[src/design/ccg_consts.vh]
// Purpose: Constants for the CPU and peripheral clock generator
// Assumes: Byte addresses on a 32-bit classic Wishbone bus
// Notes: Definitions only
`ifndef CCG_CONSTS_VH
`define CCG_CONSTS_VH

// =====================================================================
// Register byte offsets
`define CCG_ADR_CLK_CTRL 8'h00
`define CCG_ADR_CPU_DIV 8'h04
`define CCG_ADR_MODE 8'h08
`define CCG_ADR_PRESC 8'h0C
`define CCG_ADR_PROTECT 8'h10
`define CCG_ADR_STATUS 8'h14

// =====================================================================
// Clock control field positions
`define CCG_CC_OUT_SEL_LO 0
`define CCG_CC_OUT_SEL_HI 1
`define CCG_CC_STOP_WAIT 2
`define CCG_CC_SUB_SEL 3
`define CCG_CC_PLL_SEL 4
`define CCG_CC_OCO_SEL 5
`define CCG_CC_DIRECT_SEL 6
// Mode register field positions
`define CCG_MD_OUT_EN 0
`define CCG_MD_BUS_FN_LO 1
`define CCG_MD_BUS_FN_HI 2
// Prescaler field positions
`define CCG_PS_EXP_LO 0
`define CCG_PS_EXP_HI 3
`define CCG_PS_SRC_LO 4
`define CCG_PS_SRC_HI 5
// Protect field positions
`define CCG_PR_CLK_UNLOCK 0
`define CCG_PR_MODE_UNLOCK 1

// =====================================================================
// Reset values
`define CCG_RST_CLK_CTRL 7'h00
`define CCG_RST_CPU_DIV 5'h08
`define CCG_RST_MODE 3'h0
`define CCG_RST_PRESC 6'h00
`define CCG_RST_PROTECT 2'h0

// =====================================================================
// Divider figures
`define CCG_DIV_BY_EIGHT 5'h08
`define CCG_DIV_ONE 5'h01
`define CCG_F8_LAST 5'h07
`define CCG_F32_LAST 5'h1F
`define CCG_SUB_CLOCK_DIV32_LAST 5'h1F

// =====================================================================
// CPU source codes
`define CCG_SRC_MAIN 2'h0
`define CCG_SRC_SUB 2'h1
`define CCG_SRC_OCO 2'h2
`define CCG_SRC_PLL 2'h3

// Pin function codes
`define CCG_OUT_PORT 2'h0
`define CCG_OUT_SUB 2'h1
`define CCG_OUT_F8 2'h2
`define CCG_OUT_F32 2'h3
`define CCG_BUS_FN_ALE 2'h1

// Fixed divider source codes
`define CCG_FDS_PERIPH 2'h0
`define CCG_FDS_MAIN 2'h1
`define CCG_FDS_OCO 2'h2

// Speed modes
`define CCG_SPD_HIGH 3'h0
`define CCG_SPD_MEDIUM 3'h1
`define CCG_SPD_LOW 3'h2
`define CCG_SPD_LOW_POWER 3'h3
`define CCG_SPD_OCO 3'h4
`define CCG_SPD_OCO_LOW_POWER 3'h5

`endif

[src/design/ccg_clock_gen.v]
// Purpose: CPU clock select/divide and peripheral clock generation
// Assumes: Source clocks arrive as one-cycle tick enables, synchronous to I_CORE_CLK
// Notes: Every derived clock leaves as a one-cycle enable pulse, except the clock output pin, which copies I_ADDR_LATCH_STROBE in ALE bus mode
//
// Local design decisions: the Wishbone register port and the address map.
`timescale 1ns/1ps
`include "ccg_consts.vh"

module ccg_clock_gen (
   input wire I_CORE_CLK,
   input wire I_SYS_RST,
   input wire I_WB_CYC,
   input wire I_WB_STB,
   input wire I_WB_WE,
   input wire [7:0] I_WB_ADR,
   input wire [3:0] I_WB_SEL,
   input wire [31:0] I_WB_DAT,
   output reg [31:0] O_WB_DAT,
   output reg O_WB_ACK,
   input wire I_MAIN_TICK,
   input wire I_SUB_TICK,
   input wire I_OCO_TICK,
   input wire I_PLL_TICK,
   input wire I_MAIN_RUN,
   input wire I_SUB_RUN,
   input wire I_WAIT_MODE,
   input wire I_STOP_MODE,
   input wire I_EXP_MODE,
   input wire I_ADDR_LATCH_STROBE,
   output reg O_CPU_CLK,
   output reg O_WDT_CLK,
   output reg O_BUS_CLK,
   output reg O_F1,
   output reg O_F8,
   output reg O_F32,
   output reg O_F2N,
   output reg O_FAD,
   output reg O_SUB_CLOCK_DIV32,
   output reg O_BUS_CONTROLLER_CLOCK,
   output reg O_CLOCK_OUTPUT_PIN,
   output reg O_CLOCK_OUTPUT_PIN_OE_N,
   output reg O_LOW_POWER,
   output reg [2:0] O_SPEED_MODE
);

   // ==================================================================
   // Registers
   reg [6:0] clk_ctrl_ff;
   reg [4:0] cpu_div_ff;
   reg [2:0] mode_ff;
   reg [5:0] presc_ff;
   reg [1:0] protect_ff;
   reg ack_ff;
   reg [31:0] nxt_rdat;
   reg [1:0] cur_src_ff;
   reg [4:0] cur_ratio_ff;
   reg [3:0] cpu_cnt_ff;
   reg [4:0] f8_cnt_ff;
   reg [4:0] f32_cnt_ff;
   reg [14:0] f2n_cnt_ff;
   reg [4:0] sub_clock_div32_cnt_ff;
   reg forced_ff;

   wire [1:0] out_sel = clk_ctrl_ff[`CCG_CC_OUT_SEL_HI:`CCG_CC_OUT_SEL_LO];
   wire stop_in_wait = clk_ctrl_ff[`CCG_CC_STOP_WAIT];
   wire sub_sel = clk_ctrl_ff[`CCG_CC_SUB_SEL];
   wire pll_sel = clk_ctrl_ff[`CCG_CC_PLL_SEL];
   wire oco_sel = clk_ctrl_ff[`CCG_CC_OCO_SEL];
   wire direct_sel = clk_ctrl_ff[`CCG_CC_DIRECT_SEL];
   wire out_en = mode_ff[`CCG_MD_OUT_EN];
   wire [1:0] bus_fn = mode_ff[`CCG_MD_BUS_FN_HI:`CCG_MD_BUS_FN_LO];
   wire [3:0] f2n_exp = presc_ff[`CCG_PS_EXP_HI:`CCG_PS_EXP_LO];
   wire [1:0] f2n_src = presc_ff[`CCG_PS_SRC_HI:`CCG_PS_SRC_LO];
   wire clk_unlock = protect_ff[`CCG_PR_CLK_UNLOCK];
   wire mode_unlock = protect_ff[`CCG_PR_MODE_UNLOCK];

   // ==================================================================
   // Wishbone slave
   wire req = I_WB_CYC & I_WB_STB;
   wire wr_commit = req & I_WB_WE & ack_ff & I_WB_SEL[0];
   wire legal_div = (I_WB_DAT[4:0] == 5'h01) | (I_WB_DAT[4:0] == 5'h02) |
      (I_WB_DAT[4:0] == 5'h03) | (I_WB_DAT[4:0] == 5'h04) |
      (I_WB_DAT[4:0] == 5'h06) | (I_WB_DAT[4:0] == 5'h08) |
      (I_WB_DAT[4:0] == 5'h0A) | (I_WB_DAT[4:0] == 5'h0C) |
      (I_WB_DAT[4:0] == 5'h0E) | (I_WB_DAT[4:0] == 5'h10);

   always @* begin
      case (I_WB_ADR)
         `CCG_ADR_CLK_CTRL: nxt_rdat = {25'h0, clk_ctrl_ff};
         `CCG_ADR_CPU_DIV: nxt_rdat = {27'h0, cpu_div_ff};
         `CCG_ADR_MODE: nxt_rdat = {29'h0, mode_ff};
         `CCG_ADR_PRESC: nxt_rdat = {26'h0, presc_ff};
         `CCG_ADR_PROTECT: nxt_rdat = {30'h0, protect_ff};
         `CCG_ADR_STATUS: nxt_rdat = {26'h0, I_SUB_RUN, I_MAIN_RUN,
            low_power, O_SPEED_MODE};
         default: nxt_rdat = 32'h00000000;
      endcase
   end

   // ==================================================================
   // Mode decode
   // Low-power entry
   wire low_power = sub_sel & ~I_MAIN_RUN;
   wire periph_stop = (I_WAIT_MODE & stop_in_wait) | low_power | I_STOP_MODE;
   wire cpu_stop = I_WAIT_MODE | I_STOP_MODE;
   wire force_div = (I_STOP_MODE | low_power) & ~oco_sel;

   reg [2:0] nxt_speed;
   always @* begin
      if (sub_sel) begin
         nxt_speed = I_MAIN_RUN ? `CCG_SPD_LOW : `CCG_SPD_LOW_POWER;
      end else if (oco_sel) begin
         nxt_speed = I_MAIN_RUN ? `CCG_SPD_OCO : `CCG_SPD_OCO_LOW_POWER;
      end else if (direct_sel | (cpu_div_ff == `CCG_DIV_ONE)) begin
         nxt_speed = `CCG_SPD_HIGH;
      end else begin
         nxt_speed = `CCG_SPD_MEDIUM;
      end
   end

   // ==================================================================
   // CPU source and ratio selection
   reg [1:0] nxt_src;
   reg [4:0] nxt_ratio;
   always @* begin
      if (sub_sel) begin
         nxt_src = `CCG_SRC_SUB;
      end else if (oco_sel) begin
         nxt_src = `CCG_SRC_OCO;
      end else if (pll_sel) begin
         nxt_src = `CCG_SRC_PLL;
      end else begin
         nxt_src = `CCG_SRC_MAIN;
      end
      if (sub_sel | (direct_sel & ~oco_sel & ~pll_sel)) begin
         nxt_ratio = `CCG_DIV_ONE;
      end else begin
         nxt_ratio = cpu_div_ff;
      end
   end

   reg cur_tick;
   always @* begin
      case (cur_src_ff)
         `CCG_SRC_MAIN: cur_tick = I_MAIN_TICK;
         `CCG_SRC_SUB: cur_tick = I_SUB_TICK;
         `CCG_SRC_OCO: cur_tick = I_OCO_TICK;
         `CCG_SRC_PLL: cur_tick = I_PLL_TICK;
         default: cur_tick = I_MAIN_TICK;
      endcase
   end

   wire cpu_last = (cpu_cnt_ff == (cur_ratio_ff[3:0] - 4'h1)) |
      (cur_ratio_ff == `CCG_DIV_ONE) | (cur_ratio_ff == 5'h10 & cpu_cnt_ff == 4'hF);
   wire cpu_tick = cur_tick & cpu_last;

   // ==================================================================
   // Peripheral source
   // Peripherals on undivided clock
   wire periph_src = oco_sel ? I_OCO_TICK : (pll_sel ? I_PLL_TICK : I_MAIN_TICK);
   wire periph_tick = periph_src & ~periph_stop;

   reg f2n_src_tick;
   reg f2n_gate;
   always @* begin
      case (f2n_src)
         `CCG_FDS_PERIPH: begin
            f2n_src_tick = periph_src;
            f2n_gate = ~periph_stop;
         end
         `CCG_FDS_MAIN: begin
            f2n_src_tick = I_MAIN_TICK;
            f2n_gate = ~I_STOP_MODE;
         end
         `CCG_FDS_OCO: begin
            f2n_src_tick = I_OCO_TICK;
            f2n_gate = ~I_STOP_MODE;
         end
         default: begin
            f2n_src_tick = periph_src;
            f2n_gate = ~periph_stop;
         end
      endcase
   end
   wire f2n_step = f2n_src_tick & f2n_gate;

   wire [14:0] f2n_mask;
   genvar gi;
   generate
      for (gi = 0; gi < 15; gi = gi + 1) begin : g_mask
         assign f2n_mask[gi] = (f2n_exp > gi);
      end
   endgenerate
   wire f2n_last = ((f2n_cnt_ff & f2n_mask) == f2n_mask);

   wire sub_tick = I_SUB_TICK & I_SUB_RUN & ~I_STOP_MODE;

   // ==================================================================
   // Clock output pin selection
   reg nxt_clock_output_pin;
   reg nxt_oe_n;
   always @* begin
      nxt_clock_output_pin = 1'b0;
      nxt_oe_n = 1'b0;
      if (I_EXP_MODE) begin
         if (bus_fn == `CCG_BUS_FN_ALE) begin
            nxt_clock_output_pin = I_ADDR_LATCH_STROBE;
         end else if (~out_en) begin
            nxt_clock_output_pin = cpu_tick & ~cpu_stop;
         end else begin
            case (out_sel)
               `CCG_OUT_PORT: nxt_clock_output_pin = 1'b0;
               `CCG_OUT_SUB: nxt_clock_output_pin = sub_tick;
               `CCG_OUT_F8: nxt_clock_output_pin = periph_tick & (f8_cnt_ff == `CCG_F8_LAST);
               `CCG_OUT_F32: nxt_clock_output_pin = periph_tick & (f32_cnt_ff == `CCG_F32_LAST);
               default: nxt_clock_output_pin = 1'b0;
            endcase
         end
      end else begin
         case (out_sel)
            `CCG_OUT_SUB: nxt_clock_output_pin = sub_tick;
            `CCG_OUT_F8: nxt_clock_output_pin = periph_tick & (f8_cnt_ff == `CCG_F8_LAST);
            `CCG_OUT_F32: nxt_clock_output_pin = periph_tick & (f32_cnt_ff == `CCG_F32_LAST);
            default: nxt_clock_output_pin = 1'b0;
         endcase
         nxt_oe_n = ~out_en | (out_sel == `CCG_OUT_PORT);
      end
   end

   // ==================================================================
   // Register file and bus answer
   always @(posedge I_CORE_CLK or posedge I_SYS_RST) begin
      if (I_SYS_RST) begin
         clk_ctrl_ff <= `CCG_RST_CLK_CTRL;
         cpu_div_ff <= `CCG_RST_CPU_DIV;
         mode_ff <= `CCG_RST_MODE;
         presc_ff <= `CCG_RST_PRESC;
         protect_ff <= `CCG_RST_PROTECT;
         ack_ff <= 1'b0;
         forced_ff <= 1'b0;
      end else begin
         ack_ff <= req & ~ack_ff;
         forced_ff <= force_div;
         if (wr_commit & clk_unlock & (I_WB_ADR == `CCG_ADR_CLK_CTRL)) begin
            clk_ctrl_ff <= I_WB_DAT[6:0];
         end
         if (force_div & ~forced_ff) begin
            cpu_div_ff <= `CCG_DIV_BY_EIGHT;
         end else if (wr_commit & clk_unlock & legal_div &
               (I_WB_ADR == `CCG_ADR_CPU_DIV)) begin
            cpu_div_ff <= I_WB_DAT[4:0];
         end
         if (wr_commit & mode_unlock & (I_WB_ADR == `CCG_ADR_MODE)) begin
            mode_ff <= I_WB_DAT[2:0];
         end
         if (wr_commit & (I_WB_ADR == `CCG_ADR_PRESC)) begin
            presc_ff <= I_WB_DAT[5:0];
         end
         if (wr_commit & (I_WB_ADR == `CCG_ADR_PROTECT)) begin
            protect_ff <= I_WB_DAT[1:0];
         end
      end
   end

   // ==================================================================
   // Dividers
   always @(posedge I_CORE_CLK or posedge I_SYS_RST) begin
      if (I_SYS_RST) begin
         cur_src_ff <= `CCG_SRC_MAIN;
         cur_ratio_ff <= `CCG_RST_CPU_DIV;
         cpu_cnt_ff <= 4'h0;
         f8_cnt_ff <= 5'h00;
         f32_cnt_ff <= 5'h00;
         f2n_cnt_ff <= 15'h0000;
         sub_clock_div32_cnt_ff <= 5'h00;
      end else begin
         if (cpu_tick) begin
            cpu_cnt_ff <= 4'h0;
            cur_src_ff <= nxt_src;
            cur_ratio_ff <= nxt_ratio;
         end else if (cur_tick) begin
            cpu_cnt_ff <= cpu_cnt_ff + 4'h1;
         end
         if (periph_tick) begin
            f8_cnt_ff <= (f8_cnt_ff == `CCG_F8_LAST) ? 5'h00 : f8_cnt_ff + 5'h01;
            f32_cnt_ff <= f32_cnt_ff + 5'h01;
         end
         if (f2n_step) begin
            f2n_cnt_ff <= f2n_last ? 15'h0000 : f2n_cnt_ff + 15'h0001;
         end
         if (sub_tick) begin
            sub_clock_div32_cnt_ff <= sub_clock_div32_cnt_ff + 5'h01;
         end
      end
   end

   // ==================================================================
   // Registered outputs
   always @(posedge I_CORE_CLK or posedge I_SYS_RST) begin
      if (I_SYS_RST) begin
         O_WB_DAT <= 32'h00000000;
         O_WB_ACK <= 1'b0;
         O_CPU_CLK <= 1'b0;
         O_WDT_CLK <= 1'b0;
         O_BUS_CLK <= 1'b0;
         O_F1 <= 1'b0;
         O_F8 <= 1'b0;
         O_F32 <= 1'b0;
         O_F2N <= 1'b0;
         O_FAD <= 1'b0;
         O_SUB_CLOCK_DIV32 <= 1'b0;
         O_BUS_CONTROLLER_CLOCK <= 1'b0;
         O_CLOCK_OUTPUT_PIN <= 1'b0;
         O_CLOCK_OUTPUT_PIN_OE_N <= 1'b1;
         O_LOW_POWER <= 1'b0;
         O_SPEED_MODE <= `CCG_SPD_MEDIUM;
      end else begin
         O_WB_DAT <= (req & ~ack_ff & ~I_WB_WE) ? nxt_rdat : O_WB_DAT;
         O_WB_ACK <= req & ~ack_ff;
         O_CPU_CLK <= cpu_tick & ~cpu_stop;
         O_WDT_CLK <= cpu_tick & ~cpu_stop;
         O_BUS_CLK <= cpu_tick & ~cpu_stop & I_EXP_MODE;
         O_F1 <= periph_tick;
         O_F8 <= periph_tick & (f8_cnt_ff == `CCG_F8_LAST);
         O_F32 <= periph_tick & (f32_cnt_ff == `CCG_F32_LAST);
         O_F2N <= f2n_step & f2n_last;
         O_FAD <= periph_tick;
         // Sub divided clock in all modes except stop
         O_SUB_CLOCK_DIV32 <= sub_tick & (sub_clock_div32_cnt_ff == `CCG_SUB_CLOCK_DIV32_LAST);
         O_BUS_CONTROLLER_CLOCK <= I_MAIN_TICK & ~I_STOP_MODE;
         O_CLOCK_OUTPUT_PIN <= nxt_clock_output_pin;
         O_CLOCK_OUTPUT_PIN_OE_N <= nxt_oe_n;
         O_LOW_POWER <= low_power;
         O_SPEED_MODE <= nxt_speed;
      end
   end

endmodule // ccg_clock_gen

[config.mk]
export PLATFORM = sky130hd
export DESIGN_NAME = ccg_clock_gen
export DESIGN_NICKNAME = d
export VERILOG_FILES = /design/src/design/ccg_clock_gen.v
export VERILOG_INCLUDE_DIRS = /design/src /design/src/design
export SDC_FILE = /design/constraint.sdc
export NUM_CORES = 1
export LEC_CHECK = 0
export BUFFER_PORTS_ARGS = -buffer_cell sky130_fd_sc_hd__buf_2
export CORE_UTILIZATION = 45
export DETAILED_ROUTE_END_ITERATION = 16
export GPL_ROUTABILITY_DRIVEN = 0
export PLACE_DENSITY = 0.8
export SYNTH_ARGS = -nofsm -noshare
export SYNTH_HDL_FRONTEND = slang
export SYNTH_SLANG_ARGS = --single-unit
[constraint.sdc]
create_clock -name I_CORE_CLK -period 5.1 [get_ports I_CORE_CLK]
set_input_delay 1.53 -clock I_CORE_CLK [delete_from_list [all_inputs] [get_ports I_CORE_CLK]]
set_output_delay 1.53 -clock I_CORE_CLK [all_outputs]
set_load 0.05 [all_outputs]
Yosys cells after proc, flatten, opt, wreduce, memory -nomap -nowiden
Cells that the tools add are included.

cells by class
  $add $sub $neg = 6
  bitwise gates (word level) = 62
  $lt $le $gt $ge = 15
  multiplexer cells = 27
  eq/ne operators = 33
  reductions and logical operators = 6

operators by type and width
  kind                                                                  number
  7-bit case mux with 6 select lines                                    1
  1-bit AND                                                             33
  4-bit > comparator, second input constant                             7
  5-bit by 4-bit == test with 1-bit output, second input constant       4
  5-bit == test, second input constant                                  4
  5-bit two-way mux                                                     4
  1-bit OR                                                              18
  8-bit by 4-bit == test with 1-bit output, second input constant       2
  8-bit by 5-bit == test with 1-bit output, second input constant       2
  4-bit by 3-bit > comparator with 1-bit output, second input constant  4
  15-bit by 1-bit adder with 15-bit output, second input constant       1
  5-bit by 1-bit adder with 5-bit output, second input constant         3
  15-bit AND                                                            1
  15-bit == test                                                        1
  5-bit by 1-bit == test with 1-bit output, second input constant       3
  5-bit by 3-bit == test with 1-bit output, second input constant       3
  15-bit two-way mux                                                    1
  2-bit == test, second input constant                                  5
  5-bit by 2-bit == test with 1-bit output, second input constant       2
  1-bit two-way mux                                                     10
  1-bit inverter                                                        10
  2-bit by 1-bit == test with 1-bit output, second input constant       4
  8-bit by 3-bit == test with 1-bit output, second input constant       1
  4-bit by 1-bit > comparator with 1-bit output, second input constant  2
  other kinds (15)                                                      23

storage, ports and cells
  logic and storage cells = 176
  register bits after elaboration = 112

Logic depth before layout (Yosys ltp)
  depth in word-level cells = 14
  mapped depth = 9
  mapped depth without buffers = 8

Worst setup path after synthesis
Ideal clock, no wire load.

  kind = input-to-reg
  from = input I_WB_ADR[5]
  to = register clk_ctrl_ff[0]
  library setup time = 125 ps
  slack = 2098 ps
  arrival = 2878 ps
  data required time = 4975 ps
  stages on the path = 5
  cells stage by stage = or4_4 -> nor2_4 -> and3_1 -> buf_4 -> mux2_2

on the way
  word-level cells in the longest chain between the ends = 2

RTL lines
  what                  RTL line             source
  from (decl)           ccg_clock_gen.v:15   input wire [7:0] I_WB_ADR,
  8-bit logical NOT     --
  1-bit AND             ccg_clock_gen.v:244  if (wr_commit & clk_unlock & (I_WB_ADR == `CCG_ADR_CLK_CTRL)) begin
  to (signal assigned)  ccg_clock_gen.v:234  clk_ctrl_ff <= `CCG_RST_CLK_CTRL;
  to (signal assigned)  ccg_clock_gen.v:245  clk_ctrl_ff <= I_WB_DAT[6:0];
  to (decl)             ccg_clock_gen.v:48   reg [6:0] clk_ctrl_ff;

Every way passes these cells.
A chain may end at the register's enable or synchronous reset.

Worst setup path after layout
  from = input I_MAIN_RUN
  to = register f2n_cnt_ff[13]

on the way
  word-level cells in the longest chain between the ends = 7

RTL lines
  what                    RTL line                                  source
  from (decl)             ccg_clock_gen.v:24                        input wire I_MAIN_RUN,
  1-bit inverter          ccg_clock_gen.v:103                       wire low_power = sub_sel & ~I_MAIN_RUN;
  1-bit AND               ccg_clock_gen.v:103
  net low_power           ccg_clock_gen.v:103
  1-bit OR (2 in series)  ccg_clock_gen.v:104                       wire periph_stop = (I_WAIT_MODE & stop_in_wait) | low_power | I_STOP_MODE;
  1-bit inverter          ccg_clock_gen.v:169, ccg_clock_gen.v:181
  1-bit two-way mux       --
  1-bit AND               ccg_clock_gen.v:185                       wire f2n_step = f2n_src_tick & f2n_gate;
  to (signal assigned)    ccg_clock_gen.v:289                       f2n_cnt_ff <= f2n_last ? 15'h0000 : f2n_cnt_ff + 15'h0001;
  to (decl)               ccg_clock_gen.v:60                        reg [14:0] f2n_cnt_ff;

The timed path passes the listed nets, and every way through them passes these cells.

==> impl_metrics.json <==
{
  "multiInputGateArea_um2": 2170,
  "yosysWarnings": 0,
  "coreArea_um2": 9820,
  "regArea_um2": 2180,
  "hold_depth": 1,
  "startpoint_type": "input port",
  "clock_path_buffers": 2,
  "cp-end-kind": "register",
  "tritoncts": "done",
  "die_h_um": 103,
  "slew_headroom": 0.313,
  "finalCriticalPeriod_ps": 3120,
  "cts_resized": 0,
  "grt_use_met3": 0.0434,
  "worst_ep_arrival_time_ps": 3320,
  "routedWlPerCell_um": 15.1,
  "area_growth_pct": 11.8,
  "yosysTopAreaCell": "dfrtp_1",
  "port_buffers": 54,
  "post-route-drc-count": 0,
  "synth-seq-area-share": 0.478,
  "fin_setup_tns_ps": 0,
  "crit_slowest_cell": "nor4_2",
  "leakagePower_nw": 2.33,
  "synth_top_area_frac": 0.455,
  "use_met2": 0.357,
  "io_pins": 108,
  "tightest_slew_ps": 1020,
  "antennaDiodeCount": 0,
  "cts_setup_buffers": 0,
  "cp.required_ps": 5300,
  "vias": 3414,
  "critPathMaxStageDelay_ps": 980,
  "irDropWorstVdd_mv": 0.161,
  "fin_area_um2": 5100,
  "setup_ws_ps": 1980,
  "grt_pass1_vias": 3480,
  "synth_flop_cell": "dfrtp_1",
  "hold_viol": 0,
  "synth_compound_area_frac": 0.121,
  "initial_core_util": 0.465,
  "dr.pass1.iters": 4,
  "die_x_um": 103,
  "grt_max_degree": 59,
  "power_density_nw_per_um2": 377,
  "rsz0062_at_grt": "no",
  "power.total_mw": 1.92,
  "synth.area.top_cells": "dfrtp_1 (46%), nand2_1 (4.9%), buf_4 (4.8%), xnor2_1 (4.6%), mux2_2 (3.5%)",
  "finClkSkew_ps": 13.2,
  "clk_latency_ps": 360,
  "drtAntennaViolNets": 0,
  "grt_overflow": 0,
  "ys_async_sr_fraction": 1.00,
  "routed_wl_um": 9580,
  "fill_cells": 908,
  "path_max_fanout": 18,
  "root_buffer": "clkbuf_8",
  "maxSlewViolCount": 0,
  "synth-simple-area-share": 0.209,
  "met1_usage": 0.242,
  "synth_top_family_by_area": "simple AND/OR/NAND/NOR gates",
  "htree_levels": 3,
  "busiest_layer": "met2",
  "via_per_inst": 5.38,
  "core.rowCount": 36,
  "synthCells": 439,
  "antenna_found_initial": 0,
  "synthXorXnorAreaFrac": 0.0499,
  "grt_first_pass_wirelength_um": 16300,
  "synth-seq-cells": 87,
  "cts_buffers": 9,
  "clock_sinks": 87,
  "first_iter_violations": 174,
  "hold_buffers": 0,
  "critPathKind": "in -> reg",
  "rr_worst_depth": 6,
  "fin_crit_sh": 0.612,
  "synthMuxAreaShare": 0.0461,
  "hpwl_um": 7230,
  "synth_cell_type_count": 68,
  "dp_slack_ps": 1580,
  "hp-class": "reg -> reg",
  "layout.nets": 566,
  "synthAdderAreaFrac": 0.0302,
  "finalSetupViolCount": 0,
  "placed_cell_area_um2": 4850,
  "synth_edf_count": 0,
  "outcome": "completed",
  "cap_viol_max_count": 0,
  "timing.fmax_ghz": 0.320,
  "syn_avg_cell_area_um2": 10.4,
  "drive_gt1_frac": 0.222,
  "syn_area_um2": 4560,
  "track_usage": 0.202,
  "worstPathCellList": "buf_2 -> nor2b_2 -> nor2_4 -> a41oi_4 -> nor4_2 -> nor2_1",
  "hold_ws_ps": 463,
  "path_clk_slew_ps": 70,
  "die_area_um2": 10500
}
cell families (layout without fill, tap and decap cells):
group / after synthesis / in the layout
adder cells (fa/ha/maj): 11 / 11
multiplexers: 18 / 18
AO/OA/AOI/OAI: 78 / 78
XOR/XNOR: 26 / 26
flip-flops: 87 / 87
buffers and inverters: 47 / 85
other: 1 / 25
AND/OR/NAND/NOR: 171 / 171
critical path: cells and delay by family:
| family | cells | cell delay, ps |
|---|---|---|
| and+or+nand+nor | 4 | 1340 |
| buffers and inverters | 1 | 120 |
| AOI/OAI and AO/OA | 1 | 320 |
cell type report:
class,count,share of cell area
sequential,87,0.428
multi-input combinational,329,0.426
timing repair buffer,55,0.0545
tap,133,0.0326
clock buffer,11,0.0277
clock inverter,5,0.0206
inverter,14,0.0105
placed cells by master (no fill, tap or decap), drive strengths merged, types with 4 or more instances in the layout:
| master | Yosys | routed |
|---|---|---|
| conb | 1 | 25 |
| nor3 | 12 | 12 |
| a21oi | 12 | 12 |
| nand2 | 60 | 60 |
| buf | 32 | 55 |
| inv | 14 | 13 |
| nand2b | 5 | 5 |
| o22ai | 4 | 4 |
| nand3 | 7 | 7 |
| nor2 | 33 | 33 |
| o21ai | 26 | 26 |
| nor2b | 6 | 6 |
| nor3b | 5 | 5 |
| nor4 | 7 | 7 |
| a22oi | 8 | 8 |
| dfstp | 4 | 4 |
| a221oi | 5 | 5 |
| nand4 | 8 | 8 |
| mux2 | 14 | 14 |
| nor4b | 4 | 4 |
| dfrtp | 83 | 83 |
| and3 | 4 | 4 |
| ha | 11 | 11 |
| xnor2 | 24 | 24 |
| nand3b | 5 | 5 |
| clkbuf | 1 | 11 |
sequential cells by signal (all words and copies together), names as in the netlist, 2 cells and up:
signal                  flops
f2n_cnt_ff                 15
O_WB_DAT                    7
clk_ctrl_ff                 7
presc_ff                    6
cpu_div_ff                  5
cur_ratio_ff                5
f32_cnt_ff                  5
f8_cnt_ff                   5
sub_clock_div32_cnt_ff      5
cpu_cnt_ff                  4
O_SPEED_MODE                3
mode_ff                     3
cur_src_ff                  2
protect_ff                  2
power by group:
part / total, mW / internal (mW) / switching [mW]
logic: 0.448 / 0.172 / 0.276
registers: 0.891 / 0.793 / 0.0986
clock network: 0.585 / 0.339 / 0.246
total: 1.92 / 1.30 / 0.620
stage by stage:
| stage | cells | utilization |
|---|---|---|
| finish | 634 | 0.519 |
| global route | 634 | 0.519 |
| CTS | 634 | 0.519 |
| detailed placement | 618 | 0.494 |
| global placement | 618 | 0.494 |
| floorplan | 463 | - |
routing by layer:
| layer | part of all wire | wire length [um] |
|---|---|---|
| met1 | 0.41 | 3950 |
| met2 | 0.53 | 5070 |
| met3 | 0.037 | 357 |
| met4 | 0.021 | 197 |
| met5 | 0 | 0 |
cell usage after synthesis (4+ instances only):
cell type / n
dfrtp_1: 83
nand2_1: 59
nor2_1: 30
buf_4: 29
xnor2_1: 24
o21ai_0: 21
mux2_2: 14
inv_1: 13
a21oi_1: 12
ha_1: 11
nor3_1: 10
a22oi_1: 8
nand4_1: 8
nand3_1: 7
a221oi_1: 5
nand2b_1: 5
nand3b_1: 5
nor2b_1: 5
and3_1: 4
dfstp_2: 4
nor3b_1: 4
nor4_1: 4
o21ai_1: 4
o22ai_1: 4
worst paths after layout:
path	slack, ps	end	start
min in group asynchronous	1350	f2n_cnt_ff[7]	I_SYS_RST
max in group asynchronous	2780	cur_ratio_ff[3]	I_SYS_RST
worst max-delay path	1980	f2n_cnt_ff[13]	I_MAIN_RUN
worst min-delay path	460	O_WB_ACK	O_WB_ACK
worst max register to register	2550	f2n_cnt_ff[13]	presc_ff[4]
worst min register to register	460	O_WB_ACK	O_WB_ACK
(Power assumes the default switching activity.)
